## config.mk

```make
export PLATFORM = sky130hd
export DESIGN_NAME = aof_fanin
export DESIGN_NICKNAME = d
export VERILOG_FILES = /design/src/common/aof_pkg.sv /design/src/design/aof_fanin.sv /design/src/design/aof_operand_reg.sv
export SDC_FILE = /design/constraint.sdc
export NUM_CORES = 1
export LEC_CHECK = 0
export ABC_CLOCK_PERIOD_IN_PS = 8100
export BUFFER_PORTS_ARGS = -buffer_cell sky130_fd_sc_hd__buf_2
export CORE_MARGIN = 4
export CORE_UTILIZATION = 45
export CTS_CLUSTER_SIZE = 28
export DETAILED_ROUTE_END_ITERATION = 16
export PLACE_DENSITY = 0.78
export SYNTH_ARGS = -nofsm -noshare
export SYNTH_HDL_FRONTEND = slang
export SYNTH_HIERARCHICAL = 1
export SYNTH_SLANG_ARGS = --single-unit
```

## constraint.sdc

```tcl
create_clock -name clk -period 8.1 [get_ports clk]
set_clock_uncertainty 0.1 [all_clocks]
set_input_delay 1.62 -clock clk [delete_from_list [all_inputs] [get_ports clk]]
set_output_delay 1.62 -clock clk [all_outputs]
set_load 0.03 [all_outputs]
```

## src/common/aof_pkg.sv

```systemverilog
package aof_pkg;

    // operand and shifter widths
    localparam int DATA_W  = 16;
    localparam int SHIFT_W = 32;
    localparam int SUM_W   = DATA_W + 1;

    // apb geometry and register byte addresses
    localparam int APB_AW = 8;
    localparam int APB_DW = 32;
    localparam logic [APB_AW-1:0] REG_CTRL   = 8'h00;
    localparam logic [APB_AW-1:0] REG_OPND_A = 8'h04;
    localparam logic [APB_AW-1:0] REG_OPND_B = 8'h08;
    localparam logic [APB_AW-1:0] REG_SUM    = 8'h0C;
    localparam logic [APB_AW-1:0] REG_RESULT = 8'h10;
    localparam logic [APB_AW-1:0] REG_ENABLE = 8'h14;

    // field positions and reset values
    localparam int CTRL_FREEZE_BIT = 0;
    localparam int SUM_CARRY_BIT   = 16;
    localparam int EN_FCR_BIT      = 11;
    localparam logic              CTRL_FREEZE_RST = 1'b0;
    localparam logic              FCR_RST         = 1'b0;
    localparam logic [DATA_W-1:0] OPND_RST        = 16'h0000;
    localparam logic [APB_DW-1:0] APB_ZERO        = 32'h0000_0000;

    // constant generator masks
    localparam logic [DATA_W-1:0] BYTE_MASK = 16'h00FF;
    localparam logic [DATA_W-1:0] NYB_MASK  = 16'h000F;

    // extra micro-cycles held off after a bit sense or sense/toggle
    localparam int STALL_W            = 2;
    localparam int SENSE_STALL_CYCLES = 1;

    // micro-instructions seen by the operand front end
    typedef enum logic [4:0] {
        nop_op, sum_op, double_sum_op, or_op, and_op,
        shift_op, shift_right_op, double_left_shift_op, double_right_shift_op,
        d_to_a_op, d_to_a_comp_op, index_op, d_to_a_variant_op,
        load_a_word_op, load_a_word_complement_op, load_a_byte_op, clear_load_a_op,
        load_b_word_op, load_b_word_complement_op, load_b_low_op,
        load_d_op, load_d_comp_op, load_s_op, invoke_op,
        bit_sense_op, sense_toggle_op, const_op
    } aof_op_t;

    // constant generator size
    typedef enum logic [1:0] {csize_word, csize_byte, csize_nybble} aof_csize_t;

    // store form of an operand register
    typedef enum logic [1:0] {store_none, store_true, store_comp} aof_store_t;

endpackage

```

## src/design/aof_fanin.sv

```systemverilog
// Decided for this implementation: the APB register port and the register addresses.
module aof_fanin
    import aof_pkg::*;
(
    // clock and reset
    input  wire logic                clk,
    input  wire logic                nrst,

    // apb slave
    input  wire logic [APB_AW-1:0]   paddr,
    input  wire logic                psel,
    input  wire logic                penable,
    input  wire logic                pwrite,
    input  wire logic [APB_DW-1:0]   pwdata,
    output logic      [APB_DW-1:0]   prdata,
    output logic                     pready,
    output logic                     pslverr,

    // current micro-instruction
    input  wire aof_op_t             uop,
    input  wire aof_csize_t          const_size,
    input  wire logic [DATA_W-1:0]   const_lit,
    input  wire logic                a_designator,
    input  wire logic                b_designator,

    // sources, all in complement form
    input  wire logic [SHIFT_W-1:0]  shifter_n,
    input  wire logic [DATA_W-1:0]   toggle_bit_source_n,
    input  wire logic [DATA_W-1:0]   dreg_n,
    input  wire logic [DATA_W-1:0]   extended_file_n,
    input  wire logic [DATA_W-1:0]   basic_file_n,
    input  wire logic [DATA_W-1:0]   b_sum_source_n,

    // operands and results
    output logic      [DATA_W-1:0]   operand_a,
    output logic      [DATA_W-1:0]   operand_b,
    output logic      [DATA_W-1:0]   sum_q,
    output logic                     carry_q,
    output logic                     a_eq_b_q,
    output logic      [DATA_W-1:0]   result_q,
    output logic                     result_valid_q,
    output logic                     forced_carry_reg,
    output logic                     stall,

    // control storage interface
    output logic      [DATA_W-1:0]   file_to_control_if_out,
    output logic                     load_s_stb_q,
    output logic                     load_d_stb_q
);

    // micro-instruction classes
    wire is_shift;
    wire is_dta;
    wire is_load_d;
    wire is_bfile_op;
    wire is_bitop;
    wire is_toggle;
    wire a_file_op;

    // permits and source enables
    wire both_designators_set;
    wire invoke_file_select;
    wire ext_permit;
    wire shifter_to_operand_en;
    wire dreg_to_a_en;
    wire toggle_to_a_en;
    wire ext_file_to_a_en;
    wire basic_file_to_a_en;
    wire ext_file_to_b_en;
    wire basic_file_to_b_en;
    wire bsum_to_b_en;
    wire const_to_b_en;
    wire a_any_en;
    wire b_any_en;

    // store control
    aof_store_t a_store;
    aof_store_t b_store;
    wire a_true_store_en;
    wire a_complement_store_en;
    wire b_true_store_en;
    wire b_complement_store_en;
    wire a_load;
    wire b_load;

    // datapath
    wire [DATA_W-1:0] const_word;
    wire [DATA_W-1:0] const_n;
    wire [DATA_W-1:0] a_fanin;
    wire [DATA_W-1:0] b_fanin;
    wire [SUM_W-1:0]  sum_full;
    wire [DATA_W-1:0] logic_or;
    wire [DATA_W-1:0] logic_and;
    wire              fcr_d;
    wire              result_take;
    wire [DATA_W-1:0] result_d;

    // registers
    logic               freeze_q;
    logic [STALL_W-1:0] stall_cnt_q;
    logic [APB_DW-1:0]  prdata_q;
    logic               pslverr_q;

    // bus decode
    wire              apb_setup;
    wire              apb_write;
    wire              addr_hit;
    wire [APB_DW-1:0] rd_data;
    wire [11:0]       en_vec;

    // store form per micro-instruction
    function automatic logic [3:0] store_decode(input aof_op_t op);
        aof_store_t sa;
        aof_store_t sb;
        sa = store_none;
        sb = store_none;
        unique case (op)
            shift_op, shift_right_op, double_left_shift_op, double_right_shift_op,
            d_to_a_op, index_op, load_a_byte_op, clear_load_a_op:
            begin
                sa = store_true;
                sb = store_true;
            end
            d_to_a_comp_op, load_a_word_op:
                sa = store_true;
            d_to_a_variant_op:
            begin
                sa = store_comp;
                sb = store_true;
            end
            load_a_word_complement_op:
                sa = store_comp;
            load_b_word_op, load_b_low_op, load_d_op, bit_sense_op, const_op:
                sb = store_true;
            load_b_word_complement_op, load_d_comp_op:
                sb = store_comp;
            sense_toggle_op:
            begin
                sa = store_true;
                sb = store_true;
            end
            nop_op, sum_op, double_sum_op, or_op, and_op, load_s_op, invoke_op:
            begin
                sa = store_none;
                sb = store_none;
            end
        endcase
        return {sa, sb};
    endfunction

    // classify the executing micro-instruction
    assign is_shift    = uop inside {shift_op, shift_right_op,
                                     double_left_shift_op, double_right_shift_op};
    assign is_dta      = uop inside {d_to_a_op, d_to_a_comp_op, index_op,
                                     d_to_a_variant_op};
    assign is_load_d   = uop inside {load_d_op, load_d_comp_op};
    assign is_bfile_op = (uop inside {load_b_word_op, load_b_word_complement_op,
                                      load_a_byte_op, clear_load_a_op,
                                      load_b_low_op}) | is_load_d;
    assign is_bitop    = uop inside {bit_sense_op, sense_toggle_op};
    assign is_toggle   = (uop == sense_toggle_op);
    assign a_file_op   = !is_load_d && !is_shift && !is_dta && !is_toggle;

    // file permit
    assign both_designators_set = a_designator & b_designator;
    assign invoke_file_select   = (uop == invoke_op);
    assign ext_permit           = both_designators_set | invoke_file_select;

    // A side source enables
    assign shifter_to_operand_en = is_shift;
    assign dreg_to_a_en          = is_dta;
    assign toggle_to_a_en        = is_toggle;
    assign ext_file_to_a_en      = ext_permit & a_file_op;
    assign basic_file_to_a_en    = !ext_permit & a_file_op;

    // B side source enables
    assign ext_file_to_b_en   = ext_permit & is_bfile_op;
    assign basic_file_to_b_en = !ext_permit & is_bfile_op;
    assign bsum_to_b_en       = is_bitop;
    assign const_to_b_en      = !(is_shift || is_bfile_op || is_bitop);

    assign a_any_en = shifter_to_operand_en | dreg_to_a_en | toggle_to_a_en
                    | ext_file_to_a_en | basic_file_to_a_en;
    assign b_any_en = shifter_to_operand_en | ext_file_to_b_en | basic_file_to_b_en
                    | bsum_to_b_en | const_to_b_en;

    // true and complement store enables
    assign {a_store, b_store}    = store_decode(uop);
    assign a_true_store_en       = (a_store == store_true);
    assign a_complement_store_en = (a_store == store_comp);
    assign b_true_store_en       = (b_store == store_true);
    assign b_complement_store_en = (b_store == store_comp);

    // a register loads only with a source and a store form; frozen by software
    assign a_load = a_any_en && (a_true_store_en || a_complement_store_en)
                 && !freeze_q;
    assign b_load = b_any_en && (b_true_store_en || b_complement_store_en)
                 && !freeze_q;

    // constant generator, width set by the micro-instruction
    assign const_word = (const_size == csize_byte)   ? (const_lit & BYTE_MASK) :
                        (const_size == csize_nybble) ? (const_lit & NYB_MASK)  :
                        const_lit;
    assign const_n    = ~const_word;

    // A fan-in: inverted sources gated by true enables give true data
    assign a_fanin = ({DATA_W{shifter_to_operand_en}} & ~shifter_n[SHIFT_W-1:DATA_W])
                   | ({DATA_W{dreg_to_a_en}}          & ~dreg_n)
                   | ({DATA_W{toggle_to_a_en}}        & ~toggle_bit_source_n)
                   | ({DATA_W{ext_file_to_a_en}}      & ~extended_file_n)
                   | ({DATA_W{basic_file_to_a_en}}    & ~basic_file_n);

    // B fan-in, low half of the shifter lands here
    assign b_fanin = ({DATA_W{shifter_to_operand_en}} & ~shifter_n[DATA_W-1:0])
                   | ({DATA_W{ext_file_to_b_en}}      & ~extended_file_n)
                   | ({DATA_W{basic_file_to_b_en}}    & ~basic_file_n)
                   | ({DATA_W{bsum_to_b_en}}          & ~b_sum_source_n)
                   | ({DATA_W{const_to_b_en}}         & ~const_n);

    // A operand register
    aof_operand_reg #(
        .WIDTH (DATA_W)
    ) u_opnd_a (
        .clk  (clk),
        .nrst (nrst),
        .load (a_load),
        .comp (a_complement_store_en),
        .d    (a_fanin),
        .q    (operand_a)
    );

    // B operand register
    aof_operand_reg #(
        .WIDTH (DATA_W)
    ) u_opnd_b (
        .clk  (clk),
        .nrst (nrst),
        .load (b_load),
        .comp (b_complement_store_en),
        .d    (b_fanin),
        .q    (operand_b)
    );

    // adder always runs on the held operands plus the forced carry
    assign sum_full = {1'b0, operand_a} + {1'b0, operand_b}
                    + {{DATA_W{1'b0}}, forced_carry_reg};
    assign logic_or  = operand_a | operand_b;
    assign logic_and = operand_a & operand_b;

    // forced carry: set by complement word loads, chained by double sum
    assign fcr_d = (uop inside {load_a_word_complement_op,
                                load_b_word_complement_op}) ? 1'b1 :
                   (uop == double_sum_op) ? sum_full[SUM_CARRY_BIT] :
                   (uop == sum_op)        ? 1'b0 :
                   forced_carry_reg;

    // result selection only when the micro-instruction takes it
    assign result_take = uop inside {sum_op, double_sum_op, or_op, and_op};
    assign result_d    = (uop == or_op)  ? logic_or  :
                         (uop == and_op) ? logic_and :
                         sum_full[DATA_W-1:0];

    // forced carry register
    always_ff @(posedge clk or negedge nrst)
    begin
        if (!nrst)
            forced_carry_reg <= FCR_RST;
        else
            forced_carry_reg <= fcr_d;
    end

    // unconditional sum and compare
    always_ff @(posedge clk or negedge nrst)
    begin
        if (!nrst)
        begin
            sum_q    <= OPND_RST;
            carry_q  <= 1'b0;
            a_eq_b_q <= 1'b0;
        end
        else
        begin
            sum_q    <= sum_full[DATA_W-1:0];
            carry_q  <= sum_full[SUM_CARRY_BIT];
            a_eq_b_q <= (operand_a == operand_b);
        end
    end

    // selected result
    always_ff @(posedge clk or negedge nrst)
    begin
        if (!nrst)
        begin
            result_q       <= OPND_RST;
            result_valid_q <= 1'b0;
        end
        else
        begin
            result_q       <= result_take ? result_d : result_q;
            result_valid_q <= result_take;
        end
    end

    // hold off the next step after the long bit sense path
    always_ff @(posedge clk or negedge nrst)
    begin
        if (!nrst)
            stall_cnt_q <= '0;
        else if (is_bitop)
            stall_cnt_q <= STALL_W'(SENSE_STALL_CYCLES);
        else if (stall_cnt_q != '0)
            stall_cnt_q <= stall_cnt_q - STALL_W'(1);
    end

    assign stall = (stall_cnt_q != '0);

    // basic file word to the control storage interface
    always_ff @(posedge clk or negedge nrst)
    begin
        if (!nrst)
        begin
            file_to_control_if_out <= OPND_RST;
            load_s_stb_q           <= 1'b0;
            load_d_stb_q           <= 1'b0;
        end
        else
        begin
            if ((uop == load_s_op) || is_load_d)
                file_to_control_if_out <= ~basic_file_n;
            load_s_stb_q <= (uop == load_s_op);
            load_d_stb_q <= is_load_d;
        end
    end

    // apb decode
    assign apb_setup = psel & ~penable;
    assign apb_write = psel & penable & pwrite;
    assign addr_hit  = paddr inside {REG_CTRL, REG_OPND_A, REG_OPND_B,
                                     REG_SUM, REG_RESULT, REG_ENABLE};

    // enable snapshot for software
    assign en_vec = {forced_carry_reg, const_to_b_en, bsum_to_b_en,
                     basic_file_to_b_en, ext_file_to_b_en, basic_file_to_a_en,
                     ext_file_to_a_en, toggle_to_a_en, dreg_to_a_en,
                     shifter_to_operand_en, a_load, b_load};

    // read mux, reserved bits read zero
    assign rd_data = (paddr == REG_CTRL)   ? {31'h0000_0000, freeze_q}        :
                     (paddr == REG_OPND_A) ? {16'h0000, operand_a}            :
                     (paddr == REG_OPND_B) ? {16'h0000, operand_b}            :
                     (paddr == REG_SUM)    ? {15'h0000, carry_q, sum_q}       :
                     (paddr == REG_RESULT) ? {15'h0000, result_valid_q, result_q} :
                     (paddr == REG_ENABLE) ? {20'h0_0000, en_vec}             :
                     APB_ZERO;

    // read data and error captured in the setup cycle
    always_ff @(posedge clk or negedge nrst)
    begin
        if (!nrst)
        begin
            prdata_q  <= APB_ZERO;
            pslverr_q <= 1'b0;
        end
        else if (apb_setup)
        begin
            prdata_q  <= pwrite ? APB_ZERO : rd_data;
            pslverr_q <= ~addr_hit;
        end
    end

    // control register, written in the access cycle
    always_ff @(posedge clk or negedge nrst)
    begin
        if (!nrst)
            freeze_q <= CTRL_FREEZE_RST;
        else if (apb_write && (paddr == REG_CTRL))
            freeze_q <= pwdata[CTRL_FREEZE_BIT];
    end

    // zero wait answers
    assign prdata  = prdata_q;
    assign pslverr = pslverr_q & penable;
    assign pready  = 1'b1;

endmodule

```

## src/design/aof_operand_reg.sv

```systemverilog
module aof_operand_reg
    import aof_pkg::*;
#(
    parameter int WIDTH = DATA_W
)
(
    // clock and reset
    input  wire logic             clk,
    input  wire logic             nrst,
    // store control
    input  wire logic             load,
    input  wire logic             comp,
    input  wire logic [WIDTH-1:0] d,
    // held operand
    output logic      [WIDTH-1:0] q
);

    logic [WIDTH-1:0] cond;
    logic [WIDTH-1:0] q_d;

    // preset for complement form, preclear for true form
    assign cond = comp ? {WIDTH{1'b1}} : {WIDTH{1'b0}};

    // a one on the data toggles the conditioned stage
    assign q_d = load ? (cond ^ d) : q;

    // operand flip-flops
    always_ff @(posedge clk or negedge nrst)
    begin
        if (!nrst)
            q <= '0;
        else
            q <= q_d;
    end

endmodule

```

**After elaboration in Yosys (flattened, before gate mapping)**

Cells that the tools add are included.

- Bitwise gates (word level): 52
- Mux-type cells: 20
- Equal/unequal tests: 38
- Reductions and logical operators: 36
- $add $sub $neg: 3

Operators with widths:

| cell | count |
|---|---|
| $and 16x16->16 | 11 |
| $not 16->16 | 9 |
| $or 16x16->16 | 9 |
| $mux 17 | 6 |
| $mux 16 | 6 |
| $eq 5x5->1 const B | 11 |
| $eq 5x4->1 const B | 8 |
| $xor 16x16->16 | 2 |
| $eq 5x3->1 const B | 4 |
| $add 16x16->17 | 1 |
| $add 17x1->17 | 1 |
| $eq 16x16->1 | 1 |
| $eq 8x4->1 const B | 2 |
| $eq 8x5->1 const B | 2 |
| $reduce_or 15->1 | 1 |
| $mux 12 | 1 |
| $reduce_bool 4->1 | 3 |
| $reduce_or 11->1 | 1 |
| $eq 5x2->1 const B | 2 |
| $or 1x1->1 | 10 |
| $reduce_bool 2->1 | 5 |
| $and 1x1->1 | 9 |
| $eq 8x3->1 const B | 1 |
| $logic_and 1x1->1 | 8 |
| other kinds (15) | 35 |

- Bits in registers: 122
- Output and inout port bits: 121
- Input port bits: 182
- Word-level logic and storage cells: 164

**Logic depth before layout (Yosys ltp)**

Gate-level depths: netlist of run 1.

- Depth after elaboration: 18
- Mapped depth: 15
- Depth with buffers taken out: 13

**Modules after synthesis**

Netlist of run 1, hierarchy kept.

By module, submodules not included:

| module | times used | cells each | sequential area each (µm²) | area an instance (µm²) |
|---|---|---|---|---|
| aof_fanin | 1 | 683 | 1876.8 | 5908.2 |
| aof_operand_reg | 2 | 69 | 400.4 | 730.7 |

**Worst setup path before layout of run 1**

No wires, ideal clock.

- Path type: input-to-reg
- Start point: input port uop[0]
- End point: register prdata_q[0], in the netlist prdata[0]
- Arrival: 3.744 ns
- Cell stages on the path: 14
- Library setup time: 0.066 ns
- Path slack: 4.190 ns
- Cells stage by stage: buf_2 buf_1 nor3_1 a221oi_1 nor2_1 a211oi_1 ha_1 nor2_1 mux2i_1 o22ai_1 o311a_1 a21oi_1 o21ai_1 a22o_1

- Cells in the longest elaborated chain, start to end: 17
- Elaborated cells on any way between the ends: 49
- Those cells by class: eq/ne: 20; mux: 8; bitwise: 8; reduce/logical: 13

RTL lines:

| what | line | RTL |
|---|---|---|
| start, declared | aof_fanin.sv:20 | `input wire aof_op_t uop,` |
| $eq 5x5->1 (tied with other cells) | aof_fanin.sv:117, aof_fanin.sv:157 |  |
| $reduce_bool 5->1 or $reduce_bool 2->1 (tied branches) | aof_fanin.sv:157, aof_fanin.sv:156 |  |
| $or 1x1->1 | aof_fanin.sv:159 | `load_b_low_op}) \| is_load_d;` |
| $and 1x1->1 | aof_fanin.sv:177 | `assign ext_file_to_b_en = ext_permit & is_bfile_op;` |
| $or 1x1->1 (2 in series) | aof_fanin.sv:184 | `assign b_any_en = shifter_to_operand_en \| ext_file_to_b_en \| basic_file_to_b_en` |
| $or 1x1->1 (2 in series) | aof_fanin.sv:185 | `\| bsum_to_b_en \| const_to_b_en;` |
| $logic_and 1x1->1 * | aof_fanin.sv:197 | `assign b_load = b_any_en && (b_true_store_en \|\| b_complement_store_en)` |
| $logic_and 1x1->1 * | aof_fanin.sv:198 | `&& !freeze_q;` |
| named net b_load | aof_fanin.sv:84 | `wire b_load;` |
| $mux 12 * | aof_fanin.sv:353 | `(paddr == REG_ENABLE) ? {20'h0_0000, en_vec} :` |
| $mux 17 * | aof_fanin.sv:352 | `(paddr == REG_RESULT) ? {15'h0000, result_valid_q, result_q} :` |
| $mux 17 * | aof_fanin.sv:351 | `(paddr == REG_SUM) ? {15'h0000, carry_q, sum_q} :` |
| $mux 17 * | aof_fanin.sv:350 | `(paddr == REG_OPND_B) ? {16'h0000, operand_b} :` |
| $mux 17 * | aof_fanin.sv:349 | `(paddr == REG_OPND_A) ? {16'h0000, operand_a} :` |
| $mux 17 * | aof_fanin.sv:348 | `assign rd_data = (paddr == REG_CTRL) ? {31'h0000_0000, freeze_q} :` |
| $mux 17 * | aof_fanin.sv:366 | `prdata_q <= pwrite ? APB_ZERO : rd_data;` |
| end signal, assigned | aof_fanin.sv:366 |  |
| end, declared | aof_fanin.sv:101 | `logic [APB_DW-1:0] prdata_q;` |

The timed path passes the listed nets; every way through them passes the cells marked *.
A chain may end at the register's enable or synchronous reset.

**Worst setup path in the final report of run 1**

- Start point: input port uop[2]
- End point: register u_opnd_b.q[2]

- Cells in the longest elaborated chain, start to end: 10
- Elaborated cells on any way between the ends: 53
- Those cells by class: eq/ne: 20; mux: 2; bitwise: 18; reduce/logical: 13

RTL lines:

| what | line | RTL |
|---|---|---|
| $eq 5x5->1 (tied with other cells) | aof_fanin.sv:157 | `assign is_bfile_op = (uop inside {load_b_word_op, load_b_word_complement_op,` |
| $reduce_bool 5->1 or $reduce_bool 2->1 (tied branches) | aof_fanin.sv:157, aof_fanin.sv:156 |  |
| $or 1x1->1 | aof_fanin.sv:159 |  |
| $and 1x1->1 | aof_fanin.sv:177 |  |
| $and 16x16->16 | aof_fanin.sv:215 | `\| ({DATA_W{ext_file_to_b_en}} & ~extended_file_n)` |
| $or 16x16->16 | aof_fanin.sv:215 |  |
| $or 16x16->16 | aof_fanin.sv:216 | `\| ({DATA_W{basic_file_to_b_en}} & ~basic_file_n)` |
| $or 16x16->16 | aof_fanin.sv:217 | `\| ({DATA_W{bsum_to_b_en}} & ~b_sum_source_n)` |
| $or 16x16->16 * | aof_fanin.sv:218 | `\| ({DATA_W{const_to_b_en}} & ~const_n);` |
| named net b_fanin[2] | aof_fanin.sv:90 | `wire [DATA_W-1:0] b_fanin;` |
| $xor 16x16->16 * | aof_operand_reg.sv:25 | `assign q_d = load ? (cond ^ d) : q;` |
| end signal, assigned | aof_operand_reg.sv:33 | `q <= q_d;` |
| end, declared | aof_operand_reg.sv:15 | `output logic [WIDTH-1:0] q` |

Marked as above.

==> results.ini, run 1 <==
[clock_tree]
cts_repair_resize_count = 0
htreeDepth = 3
clock_sink_count = 107
postCtsHoldBufs = 0
cts_tree = built
insertion_delay_ps = 360
max-clock-path-buffers = 2
post_cts.repair.setup_buffers = 0
clk_transition_reported_paths_ps = 70
cts_root_buf = sky130_fd_sc_hd__clkbuf_16
tritoncts_buffer_count = 9

[timing]
fin_ws_ps = 4060
timing.slew.headroom_pct = 24.1
number_of_failing_hold_endpoints_at_the_final_stage = 0
rsz0062_at_grt = no
final.setup.tns_ps = 0
fmaxAchievable_mhz = 248
report.final.setup_viol = 0
finalCritPeriodShare_pct = 49.8
max_slew.worst_pin.slew_ps = 1140
timing_max_transition_violations_final = 0
period_minus_slack_ps = 4040

[final_layout]
n_fill_cell = 1565
finalNetCount = 1263
proportion_of_layout_cells_with_a_drive_suffix_above_1_pct = 28.8
area.growth.synth_to_final_pct = 21.4
max_reg_flops = 17
stdcell_count = 1268

[synth]
syn-instance-count = 821
synth_sequential_area_ratio_pct = 36.3
synthMostInstantiatedCell = sky130_fd_sc_hd__dfrtp_1
synth_area_um2 = 7370
synthDominantCellAreaShare_pct = 36.3
synth_largest_area_cell = sky130_fd_sc_hd__dfrtp_1
synth-async-reset-ratio_pct = 100
post_synth_most_frequent_cells = sky130_fd_sc_hd__dfrtp_1, sky130_fd_sc_hd__a21oi_1, sky130_fd_sc_hd__nand2_1, sky130_fd_sc_hd__nor2_1, sky130_fd_sc_hd__inv_1
yosysWarnings = 6
synth_flop_cell = sky130_fd_sc_hd__dfrtp_1
synthesis.area_per_instance_um2 = 8.98
synth_top_cells_by_area = sky130_fd_sc_hd__dfrtp_1, sky130_fd_sc_hd__ha_1, sky130_fd_sc_hd__xnor2_1, sky130_fd_sc_hd__a21oi_1, sky130_fd_sc_hd__mux2i_1
synth_enable_flop_cells = 0
postSynthRegisterBits = 107
yosys.cell_types.count = 72

[global_routing]
wire_length_of_the_first_global_routing_pass_um = 38100
grt_max_degree = 66
grt_overflow_total = 0
first_global_vias = 6866
grt_util_all_layers_pct = 26.9
number_of_antenna_violations_at_the_first_check_in_global_routing = 3

[routing]
vias = 7132
drt-pass1-iter-count = 5
remaining_drc_errors = 0
detail_route.iter0.violations = 554
ant_nets = 0
vias_per_cell = 5.62
wire_per_inst_um = 19.9
postRouteWirelength_um = 25200

[floorplan]
initial_utilization_pct = 46.2
die_area_um2 = 18500
fp-row-count = 46
die_w_um = 136
core-area_um2 = 15900
die_h_um = 136
i_o_pin_cnt = 303

[min_path]
timing.hold.worst.class = register to register
whs_endpoint = prdata[6]
min-delay-start = prdata[6]
holdPathStages = 2

[place]
io_buffers = 255
place_worst_setup_slack_ps = 3780
hpwl_um = 19800
place_congestion = 0.929
placedCellCount = 1249

[power]
totalPowerFinal_w = 0.00257
power-per-cell-area_nw_per_um2 = 287
power.static_leakage_nw = 4.29
peakVddDrop_uv = 128

[status]
run_status = completed

[job]
timing.max_cap.violations = 0

[critical_path]
crit_type = input pin to register
crit_path_top_delay_cell = sky130_fd_sc_hd__o21ai_2
timing.critical_path.from_type = input pin
crit-reg2reg-capture = result_q[14]
element_type_at_the_critical_path_end = register
worstPathBufferInverterCount = 2
rr_worst_depth = 11
timing.critical_path.fanout_max = 24
critical-path-top-delay-family = compound AO/OA/AOI/OAI gates
critical_path_arrival_ps = 4170
cp_cell_sequence = buf_2, nor2b_1, nand2_1, o21ai_2, buf_4, mux2i_1, a221o_1, xnor2_1, a21oi_1
cp.required_ps = 8230
ff2ff_setup_slack_ps = 5200
r2r-start = u_opnd_a/q[0]
slowest_cell_delay_on_critical_path_ps = 430

[cells in the final DEF, fill, tap and decap left out, types with 10 or more instances in the layout]
cell type | netlist | layout
sky130_fd_sc_hd__buf_2 | 26 | 254
sky130_fd_sc_hd__nand3_1 | 18 | 18
sky130_fd_sc_hd__xor2_1 | 10 | 10
sky130_fd_sc_hd__buf_4 | 18 | 10
sky130_fd_sc_hd__a221o_1 | 25 | 25
sky130_fd_sc_hd__nand2b_1 | 26 | 26
sky130_fd_sc_hd__o21ai_0 | 41 | 41
sky130_fd_sc_hd__o22ai_1 | 22 | 22
sky130_fd_sc_hd__nand2_1 | 63 | 63
sky130_fd_sc_hd__ha_1 | 35 | 35
sky130_fd_sc_hd__o21ai_1 | 24 | 23
sky130_fd_sc_hd__inv_1 | 46 | 46
sky130_fd_sc_hd__nor2_1 | 61 | 60
sky130_fd_sc_hd__mux2i_1 | 26 | 26
sky130_fd_sc_hd__a22oi_1 | 10 | 10
sky130_fd_sc_hd__o211ai_1 | 16 | 16
sky130_fd_sc_hd__dfrtp_1 | 107 | 107
sky130_fd_sc_hd__o22a_1 | 16 | 16
sky130_fd_sc_hd__a21oi_1 | 63 | 63
sky130_fd_sc_hd__conb_1 | 2 | 16
sky130_fd_sc_hd__xnor2_1 | 40 | 40
[layer usage]
layer	up-vias	GRT usage [%]	wire, um	part of all wire [%]
li1	3390	-	-	-
met5	-	0	0	0
met3	49	5.63	2240	8.9
met1	3342	35.7	10600	42
met4	0	10.8	910	3.6
met2	351	43.0	11500	45
[report_power, final]
group	switching, W	leakage (nW)	internal (W)
clock	0.000199	0.143	0.000239
sequential	0.000168	1.31	0.000688
combinational	0.000832	2.83	0.000440
total	0.00120	4.29	0.00137
[worst max-delay path by stage]
stage	startpoint	to	cells after the start
final	uop[2]	u_opnd_b/q[2]	9
after global routing	uop[3]	prdata[0]	15
after CTS	uop[3]	prdata[0]	15
after detailed placement	uop[3]	prdata[0]	15
after global placement	uop[3]	prdata[0]	15
after floorplan	uop[0]	prdata[0]	14
[cells by family (layout without fill, tap and decap cells)]
group / after synthesis / in the layout / share of synthesized area [%]
fa+ha+maj: 37 / 37 / 6.49
simple gates: 213 / 213 / 14.5
other cells: 2 / 19 / 0.102
buf+inv: 113 / 327 / 7.76
flops: 107 / 107 / 36.3
compound gates: 271 / 271 / 24.9
xor+xnor: 51 / 51 / 6.16
mux: 27 / 27 / 3.68
[worst register-to-register path: cells and delay by family (launching register included)]
kind / cells / cell delay, ps
AO/OA/AOI/OAI: 4 / 820
adder cells (fa/ha/maj): 2 / 610
AND/OR/NAND/NOR: 2 / 460
flip-flops: 1 / 440
buffers and inverters: 2 / 220
XOR/XNOR: 1 / 150
[through the flow]
step | instance area [um^2] | hold slack [ps] | util (%)
after floorplan | 7420 | 342 | -
after global placement | 8650 | 356 | 54.3
after detailed placement | 8650 | 369 | 54.3
after CTS | 8940 | 386 | 56.1
after global routing | 8950 | 400 | 56.1
final | 8950 | 379 | 56.1
[cell type report]
| class | instances | area [um^2] | share of cell area (%) |
|---|---|---|---|
| diodes | 3 | 7.51 | 0.0839 |
| clock buffers | 11 | 233 | 2.60 |
| clock inverters | 5 | 53.8 | 0.601 |
| inverters | 47 | 176 | 1.97 |
| multi-input cells | 615 | 4180 | 46.8 |
| flip-flops and latches | 107 | 2680 | 29.9 |
| well taps | 216 | 270 | 3.02 |
| repair buffers | 264 | 1350 | 15.0 |
(Power assumes the default switching activity.)
==> inputs of run 2 (changes only) <==
- ABC_AREA: default -> 1
- ABC_CLOCK_PERIOD_IN_PS: 8100 -> 3250
- PLACE_DENSITY: 0.78 -> 0.8
- clock period: 8.1 -> 3.25 ns (I/O delays scaled with it)
==> run 2 against run 1 <==
Sequential power increased by 110%. Power rose by 85%. Setup slack worse by 3500 ps. Flip-flop and latch count is the same. Routed wire length up 14%. Cell count rose by 25%. Final area grew 7.0%. First-iteration DRC count rose by 52%. Critical endpoint is now forced_carry_reg.
==> results.ini, run 2 <==
[synth]
muxShareOfSynthArea_pct = 0  ; -3.7 points
post_synth_most_frequent_cells = sky130_fd_sc_hd__nand2_1, sky130_fd_sc_hd__inv_1, sky130_fd_sc_hd__dfrtp_1, sky130_fd_sc_hd__nand3_1, sky130_fd_sc_hd__nor2_1
synth_area_um2 = 7860  ; +6.7%
synthSimpleGateAreaFrac_pct = 27.7  ; +13 points
synthDominantCellAreaShare_pct = 34.1  ; -2.3 points
synth_top_family_by_area = simple AND/OR/NAND/NOR gates
synth_largest_area_cell = sky130_fd_sc_hd__dfrtp_1
synth_flop_cell = sky130_fd_sc_hd__dfrtp_1
postSynthRegisterBits = 107  ; unchanged
synthesis.area_per_instance_um2 = 7.08  ; -21%
synth_adder_area_share_pct = 6.08  ; -0.41 points
synth_enable_flop_cells = 0  ; unchanged
synth_compound_gate_area_share_pct = 18.7  ; -6.2 points
syn-instance-count = 1110  ; +35%
synth-async-reset-ratio_pct = 100  ; unchanged
synth_xor_area_share_pct = 1.23  ; -4.9 points
yosys.cell_types.count = 47  ; -35%
synth_sequential_area_ratio_pct = 34.1  ; -2.3 points
yosysWarnings = 6  ; unchanged
synth_top_cells_by_area = sky130_fd_sc_hd__dfrtp_1, sky130_fd_sc_hd__nand2_1, sky130_fd_sc_hd__inv_1, sky130_fd_sc_hd__ha_1, sky130_fd_sc_hd__nand3_1
synthMostInstantiatedCell = sky130_fd_sc_hd__nand2_1

[power]
peakVddDrop_uv = 319  ; +150%
power-per-cell-area_nw_per_um2 = 497  ; +73%
totalPowerFinal_w = 0.00475  ; +85%
power.static_leakage_nw = 5.35  ; +25%

[floorplan]
core-area_um2 = 17200  ; +8.1%
die_h_um = 140  ; +3.1%
die_w_um = 140  ; +3.1%
i_o_pin_cnt = 303  ; unchanged
initial_utilization_pct = 45.6  ; -0.61 points
die_area_um2 = 19700  ; +6.3%
fp-row-count = 48  ; +4.3%

[critical_path]
cp.required_ps = 3400  ; -4830 ps
slowest_cell_delay_on_critical_path_ps = 430  ; about the same
element_type_at_the_critical_path_end = register
timing.critical_path.fanout_max = 4  ; -83%
cp_cell_sequence = inv_1, fa_1, inv_1, fa_1, nand3_1, nand3_1, a21oi_1, nand3b_1, nand2_1, nand3_1, nand2_1, nand2_1, nand2_1
crit_type = register to register
timing.critical_path.from_type = register
ff2ff_setup_slack_ps = 530  ; -4670 ps
critical_path_arrival_ps = 2870  ; -1300 ps
crit_path_top_delay_cell = sky130_fd_sc_hd__dfrtp_1
critical_path.most_common_cell = sky130_fd_sc_hd__nand2_1

[final_layout]
stdcell_count = 1584  ; +25%
antenna_cells_inserted = 0  ; -3
area.growth.synth_to_final_pct = 21.8
finish.utilization_pct = 55.5  ; -0.59 points
proportion_of_layout_cells_with_a_drive_suffix_above_1_pct = 25.5  ; -3.3 points
finalNetCount = 1573  ; +25%
mostFrequentLayoutCells = sky130_fd_sc_hd__nand2_1, sky130_fd_sc_hd__buf_2, sky130_fd_sc_hd__inv_1, sky130_fd_sc_hd__dfrtp_1, sky130_fd_sc_hd__nand3_1
max_reg_flops = 17  ; unchanged
final_common_cell = sky130_fd_sc_hd__nand2_1

[timing]
max_slew.worst_pin.slew_ps = 792  ; -344 ps
timing.slew.headroom_pct = 46.8  ; +23 points
timing_max_transition_violations_final = 0  ; unchanged
final.setup.tns_ps = 0  ; unchanged
fmaxAchievable_mhz = 367
rsz0062_at_grt = no
finalCritPeriodShare_pct = 83.7
report.final.setup_viol = 0  ; unchanged
number_of_failing_hold_endpoints_at_the_final_stage = 0  ; unchanged
fin_ws_ps = 528  ; -3540 ps
period_minus_slack_ps = 2720

[routing]
drt-pass1-iter-count = 6  ; +1
vias = 8752  ; +23%
remaining_drc_errors = 0  ; unchanged
wire_per_inst_um = 18.1  ; -8.9%
ant_nets = 0  ; unchanged
vias_per_cell = 5.53  ; -1.8%
detail_route.iter0.violations = 842  ; +52%
postRouteWirelength_um = 28700  ; +14%

[clock_tree]
insertion_delay_ps = 360  ; about the same
htreeDepth = 3  ; unchanged
cts_repair_resize_count = 0  ; unchanged
clock_sink_count = 107  ; unchanged
tritoncts_buffer_count = 9  ; unchanged
post_cts.repair.setup_buffers = 0  ; unchanged
postCtsHoldBufs = 0  ; unchanged
clk_transition_reported_paths_ps = 80  ; about the same
cts_tree = built
cts_root_buf = sky130_fd_sc_hd__clkbuf_16
max-clock-path-buffers = 2  ; unchanged

[place]
hpwl_um = 23000  ; +16%
io_buffers = 255  ; unchanged
place_congestion = 0.933  ; +0.43%
place_worst_setup_slack_ps = 240  ; -3540 ps
placedCellCount = 1568  ; +26%

[global_routing]
grt_max_degree = 108  ; +64%
number_of_antenna_violations_at_the_first_check_in_global_routing = 0  ; -3
wire_length_of_the_first_global_routing_pass_um = 44400  ; +17%
first_global_vias = 8277  ; +21%
grt_overflow_total = 0  ; unchanged
grt_util_all_layers_pct = 28.6  ; +1.7 points

[status]
run_status = completed

[job]
timing.max_cap.violations = 0  ; unchanged

[min_path]
timing.hold.worst.class = input pin to asynchronous set/reset pin

==> run 2: final timing paths <==
kind	endpoint	depth (start not counted)	startpoint
worst max-delay path	forced_carry_reg	13	u_opnd_a/q[0]
worst min-delay path	prdata[12]	2	nrst
worst max register to register	forced_carry_reg	13	u_opnd_a/q[0]
worst min register to register	prdata[8]	2	prdata[8]
max in group asynchronous	u_opnd_b/q[13]	2	nrst
min in group clk	prdata[8]	2	prdata[8]
==> run 2: cell type report <==
cell class	instances	area, um^2
Fill cell	1618	7660
Multi-Input combinational cell	807	4290
Sequential cell	107	2680
Timing Repair Buffer	278	1460
Inverter	151	572
Tap cell	225	282
Clock buffer	10	239
Clock inverter	6	47.5
==> run 2: metal layers <==
metal  up-vias  GRT usage, %  part of all wire [%]  wire length [um]
met5         -             0                     0                 0
met4         0          11.9                   4.1              1170
met3        74          6.21                   9.6              2770
met2       533          46.0                    46             13200
met1      4021          37.3                    40             11600
li1       4124             -                     -                 -
==> run 2: cells by family after synthesis <==
kind of cell	Yosys count
adders and majority gates	37
DFF	107
buffers and inverters	210
AOI/OAI and AO/OA	234
and+or+nand+nor	509
other	2
xor gates and xnor gates	11
==> run 2: worst max-delay path, delay by kind of cell (launching register included) <==
kind                       cells  cell delay [ps]
AOI/OAI and AO/OA              1              290
adders and majority gates      2              640
buffers and inverters          2              230
DFF                            1              430
and+or+nand+nor                8              930
==> run 2: metrics by stage <==
step           hold WS [ps]  instance area [um^2]
6_report                212                  9570
5_1_grt                 294                  9570
4_1_cts                 275                  9570
3_5_place_dp            363                  9290
3_3_place_gp            358                  9290
2_1_floorplan           254                  7920
==> run 2: power breakdown <==
group | internal [W] | total, W | switching (W)
sequential | 0.00157 | 0.00179 | 0.000226
combinational | 0.000584 | 0.00186 | 0.00128
clock | 0.000549 | 0.00110 | 0.000546
total | 0.00270 | 0.00475 | 0.00205
